==> src/verilog/rcc_pkg.sv <==
package rcc_pkg;

	localparam int RCC_NUM_CH = 4;
	localparam int RCC_VSEL_W = 6;
	localparam int RCC_VSEL4_W = 8;

	// Channel positions inside per-channel vectors
	localparam int RCC_IDX_CH3 = 0;
	localparam int RCC_IDX_CH4 = 1;
	localparam int RCC_IDX_CH5 = 2;
	localparam int RCC_IDX_CH6 = 3;

	localparam logic [7:0] RCC_ADDR_CH3_VSEL = 8'h30;
	localparam logic [7:0] RCC_ADDR_CH3_CTRL = 8'h32;
	localparam logic [7:0] RCC_ADDR_CH4_VSEL = 8'h40;
	localparam logic [7:0] RCC_ADDR_CH4_CTRL = 8'h41;
	localparam logic [7:0] RCC_ADDR_CH5_VSEL = 8'h50;
	localparam logic [7:0] RCC_ADDR_CH5_CTRL = 8'h51;
	localparam logic [7:0] RCC_ADDR_CH6_VSEL = 8'h60;
	localparam logic [7:0] RCC_ADDR_CH6_CTRL = 8'h61;
	localparam logic [7:0] RCC_ADDR_IRQ_STATUS = 8'h3e;
	localparam logic [7:0] RCC_ADDR_IRQ_MASK = 8'h3f;

	// Control register field positions
	localparam int RCC_CTRL_ENABLE_BIT = 7;
	localparam int RCC_CTRL_OPTION_BIT = 2;
	localparam int RCC_CTRL_UNMASK_BIT = 1;
	localparam int RCC_CTRL_PGOOD_BIT = 0;

	// Status layout: fault events low nibble, power-good loss high nibble
	localparam int RCC_STAT_FAULT_LSB = 0;
	localparam int RCC_STAT_PGLOSS_LSB = 4;

	localparam logic [5:0] RCC_VSEL_RST = 6'h00;
	localparam logic [7:0] RCC_VSEL4_RST = 8'h00;
	localparam logic RCC_ENABLE_RST = 1'h0;
	localparam logic RCC_PHASE_RST = 1'h0;
	localparam logic RCC_UNMASK_RST = 1'h0;
	localparam logic RCC_DISCHARGE_RST = 1'h0;
	localparam logic [7:0] RCC_IRQ_STATUS_RST = 8'h00;
	localparam logic [7:0] RCC_IRQ_MASK_RST = 8'h00;

	typedef struct packed {
		logic wr;
		logic rd;
		logic [7:0] addr;
		logic [7:0] wdata;
	} rcc_bus_req_type;

	typedef struct packed {
		logic [5:0] voltage_select_ch3;
		logic [7:0] voltage_select_ch4;
		logic [5:0] voltage_select_ch5;
		logic [5:0] voltage_select_ch6;
		logic [3:0] enable;
		logic phase_ch3;
		logic [1:0] discharge;
	} rcc_reg_ctrl_type;

endpackage

==> src/verilog/rcc_regs.sv <==
`timescale 1ns/10ps
module rcc_regs
	import rcc_pkg::*;
(
	input wire logic i_mclk, // 200 MHz clock
	input wire logic i_rst_n, // Synchronous reset, active low
	input wire rcc_bus_req_type i_bus, // Register bus request
	input wire logic [3:0] i_power_good, // Power-good pins, ch3..ch6
	input wire logic [3:0] i_fault, // Fault pins, ch3..ch6
	output logic [7:0] o_rdata, // Read data, cycle after read
	output rcc_reg_ctrl_type o_reg_ctrl, // Regulator controls
	output logic [3:0] o_fault_irq_req, // Per-channel fault requests
	output logic o_irq // Interrupt, active high level
);

	logic [3:0] pg_meta;
	logic [3:0] pg_sync;
	logic [3:0] pg_prev;
	logic [3:0] fault_meta;
	logic [3:0] fault_sync;

	logic [5:0] vsel3;
	logic [7:0] vsel4;
	logic [5:0] vsel5;
	logic [5:0] vsel6;
	logic [3:0] enable;
	logic phase3;
	logic unmask3;
	logic unmask5;
	logic unmask6;
	logic discharge_enable5;
	logic discharge_enable6;
	logic [7:0] irq_status;
	logic [7:0] irq_mask;

	// Pins come from the analogue domain
	always_ff @(posedge i_mclk)
	begin
		if (!i_rst_n)
		begin
			pg_meta <= 4'h0;
			pg_sync <= 4'h0;
			fault_meta <= 4'h0;
			fault_sync <= 4'h0;
		end
		else
		begin
			pg_meta <= i_power_good;
			pg_sync <= pg_meta;
			fault_meta <= i_fault;
			fault_sync <= fault_meta;
		end
	end

	// Address decode
	wire hit_vsel3 = i_bus.addr == RCC_ADDR_CH3_VSEL;
	wire hit_ctrl3 = i_bus.addr == RCC_ADDR_CH3_CTRL;
	wire hit_vsel4 = i_bus.addr == RCC_ADDR_CH4_VSEL;
	wire hit_ctrl4 = i_bus.addr == RCC_ADDR_CH4_CTRL;
	wire hit_vsel5 = i_bus.addr == RCC_ADDR_CH5_VSEL;
	wire hit_ctrl5 = i_bus.addr == RCC_ADDR_CH5_CTRL;
	wire hit_vsel6 = i_bus.addr == RCC_ADDR_CH6_VSEL;
	wire hit_ctrl6 = i_bus.addr == RCC_ADDR_CH6_CTRL;
	wire hit_status = i_bus.addr == RCC_ADDR_IRQ_STATUS;
	wire hit_mask = i_bus.addr == RCC_ADDR_IRQ_MASK;

	wire wr_vsel3 = i_bus.wr && hit_vsel3;
	wire wr_ctrl3 = i_bus.wr && hit_ctrl3;
	wire wr_vsel4 = i_bus.wr && hit_vsel4;
	wire wr_ctrl4 = i_bus.wr && hit_ctrl4;
	wire wr_vsel5 = i_bus.wr && hit_vsel5;
	wire wr_ctrl5 = i_bus.wr && hit_ctrl5;
	wire wr_vsel6 = i_bus.wr && hit_vsel6;
	wire wr_ctrl6 = i_bus.wr && hit_ctrl6;
	wire wr_status = i_bus.wr && hit_status;
	wire wr_mask = i_bus.wr && hit_mask;

	wire wbit_enable = i_bus.wdata[RCC_CTRL_ENABLE_BIT];
	wire wbit_option = i_bus.wdata[RCC_CTRL_OPTION_BIT];
	wire wbit_unmask = i_bus.wdata[RCC_CTRL_UNMASK_BIT];

	wire [5:0] next_vsel3 = wr_vsel3 ? i_bus.wdata[RCC_VSEL_W-1:0] : vsel3;
	wire [7:0] next_vsel4 = wr_vsel4 ? i_bus.wdata[RCC_VSEL4_W-1:0] : vsel4;
	wire [5:0] next_vsel5 = wr_vsel5 ? i_bus.wdata[RCC_VSEL_W-1:0] : vsel5;
	wire [5:0] next_vsel6 = wr_vsel6 ? i_bus.wdata[RCC_VSEL_W-1:0] : vsel6;

	wire [3:0] wr_ctrl_vec = {wr_ctrl6, wr_ctrl5, wr_ctrl4, wr_ctrl3};
	wire [3:0] next_enable = (enable & ~wr_ctrl_vec) | ({4{wbit_enable}} & wr_ctrl_vec);

	// phase select, one means 180 degrees
	// zero keeps the converter in phase
	wire next_phase3 = wr_ctrl3 ? wbit_option : phase3;

	// channel four has no unmask or option bit
	// unmask bits for channels three, five, six
	wire next_unmask3 = wr_ctrl3 ? wbit_unmask : unmask3;
	wire next_unmask5 = wr_ctrl5 ? wbit_unmask : unmask5;
	wire next_unmask6 = wr_ctrl6 ? wbit_unmask : unmask6;

	wire next_discharge_enable5 = wr_ctrl5 ? wbit_option : discharge_enable5;
	wire next_discharge_enable6 = wr_ctrl6 ? wbit_option : discharge_enable6;

	// discharge only while the channel is off
	wire [1:0] next_discharge = {
		next_discharge_enable6 & ~next_enable[RCC_IDX_CH6],
		next_discharge_enable5 & ~next_enable[RCC_IDX_CH5]
	};

	// Channel four lacks an unmask bit, so its faults always pass
	wire [3:0] fault_gate = {unmask6, unmask5, 1'h1, unmask3};

	// fault request is fault AND unmask
	wire [3:0] fault_req = fault_sync & fault_gate;

	// Event sources for the sticky status
	wire [7:0] irq_set = {pg_prev & ~pg_sync, fault_req};
	wire [7:0] irq_clr = wr_status ? i_bus.wdata : 8'h00;
	logic [7:0] next_irq_status;

	// Set wins over a same-cycle clear so no event is lost
	genvar gi;
	generate
		for (gi = 0; gi < 8; gi++)
		begin : g_status
			assign next_irq_status[gi] = irq_set[gi] | (irq_status[gi] & ~irq_clr[gi]);
		end
	endgenerate

	wire [7:0] next_irq_mask = wr_mask ? i_bus.wdata : irq_mask;

	// reserved bits read back as zero
	wire [7:0] rd_ctrl3 = {enable[RCC_IDX_CH3], 4'h0, phase3, unmask3, pg_sync[RCC_IDX_CH3]};
	wire [7:0] rd_ctrl4 = {enable[RCC_IDX_CH4], 6'h00, pg_sync[RCC_IDX_CH4]};
	wire [7:0] rd_ctrl5 = {enable[RCC_IDX_CH5], 4'h0, discharge_enable5, unmask5,
		pg_sync[RCC_IDX_CH5]};
	wire [7:0] rd_ctrl6 = {enable[RCC_IDX_CH6], 4'h0, discharge_enable6, unmask6,
		pg_sync[RCC_IDX_CH6]};

	// Unmapped addresses fall through to zero
	wire [7:0] rd_value =
		({8{hit_vsel3}} & {2'h0, vsel3}) |
		({8{hit_ctrl3}} & rd_ctrl3) |
		({8{hit_vsel4}} & vsel4) |
		({8{hit_ctrl4}} & rd_ctrl4) |
		({8{hit_vsel5}} & {2'h0, vsel5}) |
		({8{hit_ctrl5}} & rd_ctrl5) |
		({8{hit_vsel6}} & {2'h0, vsel6}) |
		({8{hit_ctrl6}} & rd_ctrl6) |
		({8{hit_status}} & irq_status) |
		({8{hit_mask}} & irq_mask);

	wire [7:0] next_rdata = i_bus.rd ? rd_value : 8'h00;

	rcc_reg_ctrl_type next_reg_ctrl;
	assign next_reg_ctrl.voltage_select_ch3 = next_vsel3;
	assign next_reg_ctrl.voltage_select_ch4 = next_vsel4;
	assign next_reg_ctrl.voltage_select_ch5 = next_vsel5;
	assign next_reg_ctrl.voltage_select_ch6 = next_vsel6;
	assign next_reg_ctrl.enable = next_enable;
	assign next_reg_ctrl.phase_ch3 = next_phase3;
	assign next_reg_ctrl.discharge = next_discharge;

	always_ff @(posedge i_mclk)
	begin
		if (!i_rst_n)
		begin
			vsel3 <= RCC_VSEL_RST;
		end
		else
		begin
			vsel3 <= next_vsel3;
		end
	end

	always_ff @(posedge i_mclk)
	begin
		if (!i_rst_n)
		begin
			vsel4 <= RCC_VSEL4_RST;
		end
		else
		begin
			vsel4 <= next_vsel4;
		end
	end

	always_ff @(posedge i_mclk)
	begin
		if (!i_rst_n)
		begin
			vsel5 <= RCC_VSEL_RST;
		end
		else
		begin
			vsel5 <= next_vsel5;
		end
	end

	always_ff @(posedge i_mclk)
	begin
		if (!i_rst_n)
		begin
			vsel6 <= RCC_VSEL_RST;
		end
		else
		begin
			vsel6 <= next_vsel6;
		end
	end

	always_ff @(posedge i_mclk)
	begin
		if (!i_rst_n)
		begin
			enable <= {4{RCC_ENABLE_RST}};
		end
		else
		begin
			enable <= next_enable;
		end
	end

	always_ff @(posedge i_mclk)
	begin
		if (!i_rst_n)
		begin
			phase3 <= RCC_PHASE_RST;
		end
		else
		begin
			phase3 <= next_phase3;
		end
	end

	always_ff @(posedge i_mclk)
	begin
		if (!i_rst_n)
		begin
			unmask3 <= RCC_UNMASK_RST;
			unmask5 <= RCC_UNMASK_RST;
			unmask6 <= RCC_UNMASK_RST;
		end
		else
		begin
			unmask3 <= next_unmask3;
			unmask5 <= next_unmask5;
			unmask6 <= next_unmask6;
		end
	end

	always_ff @(posedge i_mclk)
	begin
		if (!i_rst_n)
		begin
			discharge_enable5 <= RCC_DISCHARGE_RST;
			discharge_enable6 <= RCC_DISCHARGE_RST;
		end
		else
		begin
			discharge_enable5 <= next_discharge_enable5;
			discharge_enable6 <= next_discharge_enable6;
		end
	end

	// History starts low, so no false power-good loss after reset
	always_ff @(posedge i_mclk)
	begin
		if (!i_rst_n)
		begin
			pg_prev <= 4'h0;
		end
		else
		begin
			pg_prev <= pg_sync;
		end
	end

	always_ff @(posedge i_mclk)
	begin
		if (!i_rst_n)
		begin
			irq_status <= RCC_IRQ_STATUS_RST;
		end
		else
		begin
			irq_status <= next_irq_status;
		end
	end

	always_ff @(posedge i_mclk)
	begin
		if (!i_rst_n)
		begin
			irq_mask <= RCC_IRQ_MASK_RST;
		end
		else
		begin
			irq_mask <= next_irq_mask;
		end
	end

	// Outputs are flops so the analogue side never sees decode glitches
	always_ff @(posedge i_mclk)
	begin
		if (!i_rst_n)
		begin
			o_reg_ctrl <= '0;
		end
		else
		begin
			o_reg_ctrl <= next_reg_ctrl;
		end
	end

	always_ff @(posedge i_mclk)
	begin
		if (!i_rst_n)
		begin
			o_rdata <= 8'h00;
		end
		else
		begin
			o_rdata <= next_rdata;
		end
	end

	// Interrupt built from next values to save a cycle of latency
	always_ff @(posedge i_mclk)
	begin
		if (!i_rst_n)
		begin
			o_fault_irq_req <= 4'h0;
			o_irq <= 1'h0;
		end
		else
		begin
			o_fault_irq_req <= fault_req;
			o_irq <= |(next_irq_status & next_irq_mask);
		end
	end

endmodule

==> config.mk <==
export PLATFORM = sky130hd
export DESIGN_NAME = rcc_regs
export DESIGN_NICKNAME = d
export VERILOG_FILES = /design/src/verilog/rcc_pkg.sv /design/src/verilog/rcc_regs.sv
export SDC_FILE = /design/constraint.sdc
export NUM_CORES = 1
export LEC_CHECK = 0
export BUFFER_PORTS_ARGS = -buffer_cell sky130_fd_sc_hd__buf_2
export CELL_PAD_IN_SITES_DETAIL_PLACEMENT = 1
export CELL_PAD_IN_SITES_GLOBAL_PLACEMENT = 2
export CORE_MARGIN = 2
export CORE_UTILIZATION = 34
export DETAILED_ROUTE_END_ITERATION = 12
export PLACE_DENSITY = 0.89
export SLEW_MARGIN = 10
export SYNTH_ARGS = -nofsm -noshare
export SYNTH_HDL_FRONTEND = slang
export SYNTH_SLANG_ARGS = --single-unit
==> constraint.sdc <==
create_clock -name i_mclk -period 2.93 [get_ports i_mclk]
set_input_delay 0.586 -clock i_mclk [delete_from_list [all_inputs] [get_ports i_mclk]]
set_output_delay 0.586 -clock i_mclk [all_outputs]
set_load 0.005 [all_outputs]
==> out/results.txt, run 1 <==
Outcome: finished clean
Reg-to-reg slack, setup: 1.51 ns
Count of cell types in the netlist: 44
NumNets Final: 464
Slew Viols, Final: 0
Worst Hold End: fault_meta[3]
Top FF cell, synth: dfxtp_1
Mapped Cells: 364
CP required: 3.18 ns
GPL Wtd Cong: 0.807
Post-route clock skew: 0.0111 ns
# Post-CTS Setup Buffers: 0
Die area: 11500 sq um
CP Class: input pin to flip-flop
Clk Latency, worst-skew pair: 0.36 ns
EDFF count, synth: 0
Core area: 10300 sq um
Bufs on Longest Clock Path: 2
Fraction of layout instances using a drive strength above 1: 25.6%
Post-Syn Area: 3620 sq um
Leak: 1.86 nW
DR pass1 iterations: 5
Initial Utilization: 35.1%
Die height: 107 um
Peak supply drop: 0.189 mV
Wire per inst: 17.9 um
Post-Syn Nets: 392
Flops & latches, synth: 87
Number of fill cells in the layout: 1204
Cts hold-fix bufs: 0
Residual DRC: 0
Fin crit period: 2.10 ns
Worst hold start: i_fault[3]
Register area: 1740 sq um
DP Area: 4150 sq um
Relative slew slack: 59.9%
Io pins: 74
Data arrival, critical path: 2.36 ns
R2R Path End: o_irq
Synth warnings: 0
Worst slew pin tran: 0.596 ns
Asr flop ratio synth: 0%
IO Port Bufs: 73
Power Density: 518 nW/um^2
P&R area growth vs syn: 20.5%
H-tree Lvls: 3
Worst-path clk slew: 0.08 ns
Fin. Hold Viols: 0
Mean Syn Cell Area: 9.95 sq um
Remaining Overflow, GRT: 0
Clock sink total: 87
MaxCap Viol Count: 0
RSZ-0062 raised after global routing: false
Diodes inserted: 0
Vias in the first global route: 2968
First-pass GRT wire length: 16400 um
Final HPWL DP: 7680 um
Total track usage: 18.7%
Sequential share of the synthesized area: 48.1%
Setup Viol. Count Final: 0
Hold WC Path Type: input pin to flip-flop
Hold Crit Depth: 2
Drt initial violations: 125
Total negative slack: 0 ns
WHS: 0.431 ns
Area of the multi-input gates: 1790 sq um
Design Area, Final: 4370 sq um
Pin count of the biggest net entering global routing: 61
Worst R2R Path Depth: 5
Final wirelength: 10300 um
Via-to-Cell Ratio: 5.17
Row count: 37
Via count: 2984
Root Driver: clkbuf_8
Post-CTS sizing: 0
Period utilization: 71.7%
CP startpoint kind: input pin
Fmax: 0.476 GHz
Die width: 107 um
Total CTS buffers: 9
CP endpoint kind: flip-flop
ANT nets after route: 0
Initial antenna violation count: 0
CTS tree: yes
RR Startpoint: pg_sync[2]
CP Max Fanout: 7
## through the flow
step                instances  util [%]  power, mW  setup WS (ns)
CTS                       577      42.3       2.29          0.828
global route              577      42.3       2.36          0.754
floorplan                 364         -       1.30          0.893
global placement          561      40.2       1.36          0.511
finish                    577      42.3       2.26          0.829
detailed placement        561      40.2       1.36          0.424
## layer usage
layer | track usage, % | up-vias | wire length (um)
li1 | - | 1436 | -
met1 | 24.7 | 1449 | 4740
met2 | 31.4 | 90 | 4960
met3 | 2.98 | 9 | 494
met4 | 5.57 | 0 | 131
met5 | 0 | - | 0
## worst max path at each step
stage | from | end | slack [ns] | cells after the start
final | i_bus[8] | vsel5[4] | 0.83 | 6
after global routing | i_bus[8] | vsel5[4] | 0.75 | 6
after CTS | i_bus[8] | vsel5[4] | 0.83 | 6
after detailed placement | i_bus[8] | vsel5[4] | 0.42 | 6
after global placement | i_bus[8] | vsel5[2] | 0.51 | 6
after floorplan | i_bus[15] | o_irq | 0.89 | 6
## critical path: stages
cell and delay (ns):
buf_2 0.15, or4_4 0.58, nor2_2 0.24, and3_1 0.46, mux2i_1 0.26, nor2b_1 0.07
## cell usage after synthesis, types with 2 or more instances
master,instances,share of area (%)
nand2b_1,3,0.52
o22ai_1,6,1.0
nor2b_1,44,7.6
and3b_1,2,0.48
dfxtp_1,87,48
nand2_1,31,3.2
o2bb2ai_1,5,1.2
a41o_1,3,0.83
mux2_2,5,1.6
a31oi_1,2,0.35
and2_1,23,4.0
a21oi_1,6,0.83
and3_1,4,0.69
buf_2,3,0.41
nor3_1,4,0.55
nor2_1,14,1.5
a221oi_1,6,1.5
clkbuf_1,15,1.6
o21a_1,2,0.41
nand3_1,17,2.3
a21boi_1,14,2.9
a22oi_1,9,1.9
buf_4,2,0.41
a222oi_1,4,1.1
mux2i_1,34,9.4
## final cells by class
class	instances	area share, %
flip-flops and latches	87	39.9
inverters	1	0.0859
repair buffers	81	10.0
clock buffers	11	3.24
well taps	136	3.90
multi-input cells	256	41.0
clock inverters	5	1.86
## sequential cells by signal (all words and copies together) (netlist names), named ones only
register,flops
discharge_enable5,1
discharge_enable6,1
fault_meta,4
fault_sync,4
irq_mask,8
irq_status,8
o_fault_irq_req,4
o_irq,1
o_rdata,8
o_reg_ctrl,10
pg_meta,4
pg_prev,4
pg_sync,4
phase3,1
unmask3,1
unmask5,1
unmask6,1
vsel3,6
vsel4,8
vsel5,6
## where the power goes
group / switching [mW] / internal (mW)
combinational: 0.0781 / 0.0504
clock: 0.427 / 0.504
sequential: 0.00803 / 1.20
## kinds of logic after synthesis
| kind of cell | Yosys count | share of synthesized area [%] |
|---|---|---|
| buffers and inverters | 21 | 2.49 |
| and+or+nand+nor | 158 | 26.1 |
| muxes | 39 | 10.9 |
| DFF | 87 | 48.1 |
| AOI/OAI and AO/OA | 59 | 12.4 |
## layout by cell type, fill, tap and decap left out, types with 2 or more instances in the layout
master / instances
a22oi_1: 9
a221oi_1: 6
and3_1: 4
and2_1: 23
mux2i_1: 34
nor2_1: 14
a21boi_1: 14
dfxtp_1: 87
mux2_2: 5
a31oi_1: 2
buf_2: 73
a41o_1: 3
nand3_1: 17
nand2_1: 31
nor2b_1: 44
nor3_1: 4
nand2b_1: 3
o22ai_1: 6
clkbuf_8: 10
bufinv_16: 2
o2bb2ai_1: 5
and3b_1: 2
buf_4: 7
a21oi_1: 6
a222oi_1: 4
o21a_1: 2
Note: power is estimated with default switching activity, not from simulation.
==> run 2, diff against run 1 <==
- CORE_UTILIZATION: 34 -> 30
- PLACE_DENSITY: 0.89 -> 0.84
- clock period: 2.93 -> 1.75 ns (I/O delays scaled with it)
==> out/results.txt, run 2 (synthesized netlist as in run 1, its figures left out) <==
CP Class: input pin to flip-flop (unchanged)
RR Startpoint: pg_prev[3] (was pg_sync[2])
Die area: 13000 sq um (was 11500 sq um)
Met3 Use GR: 3.56% (was 2.98%)
Die height: 114 um (was 107 um)
Diodes inserted: 0 (unchanged)
Fin. Hold Viols: 0 (unchanged)
Period utilization: 94.3%
Hold WC Path Type: input pin to flip-flop (unchanged)
Via-to-Cell Ratio: 4.95 (was 5.17)
Pin count of the biggest net entering global routing: 35 (was 61)
Critical path, cell by cell: buf_2 -> and4_1 -> nand3_2 -> mux2i_1 -> o22ai_1 -> o41a_1 (was buf_2 -> or4_4 -> nor2_2 -> and3_1 -> mux2i_1 -> nor2b_1)
CP startpoint kind: input pin (unchanged)
Cts hold-fix bufs: 0 (unchanged)
DP Area: 4510 sq um (was 4150 sq um)
Wire per inst: 18.1 um (was 17.9 um)
Final setup margin: 0.100 ns (was 0.829 ns)
GPL Wtd Cong: 0.800 (was 0.807)
Post-route insts no fill: 630 (was 577)
# Post-CTS Setup Buffers: 0 (unchanged)
Clk Latency, worst-skew pair: 0.35 ns (was 0.36 ns)
Relative slew slack: 73.7% (was 59.9%)
Design Area, Final: 4890 sq um (was 4370 sq um)
Fin crit period: 1.65 ns
P&R area growth vs syn: 34.9% (was 20.5%)
Worst hold start: i_power_good[1] (was i_fault[3])
Biggest register: o_reg_ctrl (unchanged)
Bufs on Longest Clock Path: 2 (unchanged)
Remaining Overflow, GRT: 0 (unchanged)
Number of fill cells in the layout: 1372 (was 1204)
CP top delay family: simple AND/OR/NAND/NOR gates (unchanged)
Max FFs per register: 10 (unchanged)
Fraction of layout instances using a drive strength above 1: 32.5% (was 25.6%)
First-pass GRT wire length: 18100 um (was 16400 um)
Root Driver: clkbuf_16 (was clkbuf_8)
Drt initial violations: 160 (was 125)
CTS tree: yes (unchanged)
IO Port Bufs: 73 (unchanged)
Met2 capacity usage during global routing: 32.1% (was 31.4%)
Post-CTS sizing: 0 (unchanged)
Final Util: 41.0% (was 42.3%)
Pre-CTS setup slack: -0.260 ns (was 0.424 ns)
Peak supply drop: 0.523 mV (was 0.189 mV)
Crit path from: i_bus[9] (was i_bus[8])
H-tree Lvls: 3 (unchanged)
Largest stage delay on the critical path: 0.38 ns (was 0.58 ns)
Worst-path cell with the longest stage delay: o41a_1 (was or4_4)
CP required: 1.99 ns (was 3.18 ns)
Data arrival, critical path: 1.88 ns (was 2.36 ns)
Clock sink total: 87 (unchanged)
Placed cell count: 614 (was 561)
Total power: 4.69 mW (was 2.26 mW)
NumNets Final: 506 (was 464)
Row count: 40 (was 37)
Total track usage: 18.6% (was 18.7%)
Initial Utilization: 30.4% (was 35.1%)
Fmax: 0.606 GHz
Residual DRC: 0 (unchanged)
Setup Viol. Count Final: 0 (unchanged)
Outcome: finished clean (unchanged)
ANT nets after route: 0 (unchanged)
Most common cell after layout, fill and taps aside: dfxtp_1 (unchanged)
Via count: 3116 (was 2984)
Power Density: 959 nW/um^2 (was 518 nW/um^2)
MaxCap Viol Count: 0 (unchanged)
Io pins: 74 (unchanged)
GRT met1 Usage: 22.7% (was 24.7%)
DR pass1 iterations: 5 (unchanged)
Slew Viols, Final: 0 (unchanged)
CP endpoint kind: flip-flop (unchanged)
Vias in the first global route: 3310 (was 2968)
Die width: 114 um (was 107 um)
Commonest non-fill, non-tap cells in the layout: dfxtp_1 (87), buf_2 (73), buf_4 (47) (was dfxtp_1 (87), buf_2 (73), nor2b_1 (44))
Worst-path clk slew: 0.06 ns (was 0.08 ns)
Core area: 11900 sq um (was 10300 sq um)
Worst slew pin tran: 0.392 ns (was 0.596 ns)
Leak: 2.15 nW (was 1.86 nW)
RSZ-0062 raised after global routing: false (unchanged)
Final wirelength: 11400 um (was 10300 um)
CP Max Fanout: 8 (was 7)
Total CTS buffers: 9 (unchanged)
Initial antenna violation count: 0 (unchanged)
Grt peak-use layer: met2 (unchanged)
Post-route clock skew: 0.00557 ns (was 0.0111 ns)
Final HPWL DP: 8770 um (was 7680 um)
Bufs and invs on worst path: 1 (unchanged)
[run 2: changes by cell type in the layout (fill, tap and decap cells not counted), moves of 2 or more]
cell / before / now
clkbuf_8: 10 / 2
clkbuf_16: 0 / 9
buf_12: 1 / 3
bufinv_16: 2 / 4
buf_4: 7 / 47
[run 2: final cells by class]
type                       count  area, sq um  area share, %
sequential                    87         1740           35.6
clock buffer                  11          253           5.17
inverter                       1         3.75         0.0768
tap                          147          184           3.76
multi-input combinational    256         1800           36.8
clock inverter                 5          128           2.61
timing repair buffer         123          778           15.9
[run 2: routing by layer]
metal	wire length [um]	vias up
met5	0	-
met4	184	0
met3	383	13
met2	5710	58
met1	5140	1526
li1	-	1519
[run 2: power by group]
part           internal [mW]  total, mW  switching (mW)
Combinational          0.117      0.260           0.143
Clock                   1.62       2.41           0.791
Sequential              2.01       2.02          0.0136
[run 2: path summary, 6_finish.rpt]
path                            cells after the start          to  slack (ns)
worst min register to register                      1  pg_sync[1]        0.44
worst max register to register                      5       o_irq        0.36
worst min-delay path                                2  pg_meta[1]        0.20
worst max-delay path                                6       o_irq        0.10
[run 2: per-stage QoR]
step | TNS, ns | hold slack (ns)
after global placement | -4.65 | 0.414
after global routing | 0 | 0.197
after detailed placement | -5.40 | 0.422
final | 0 | 0.203
after CTS | 0 | 0.191
after floorplan | 0 | 0.412
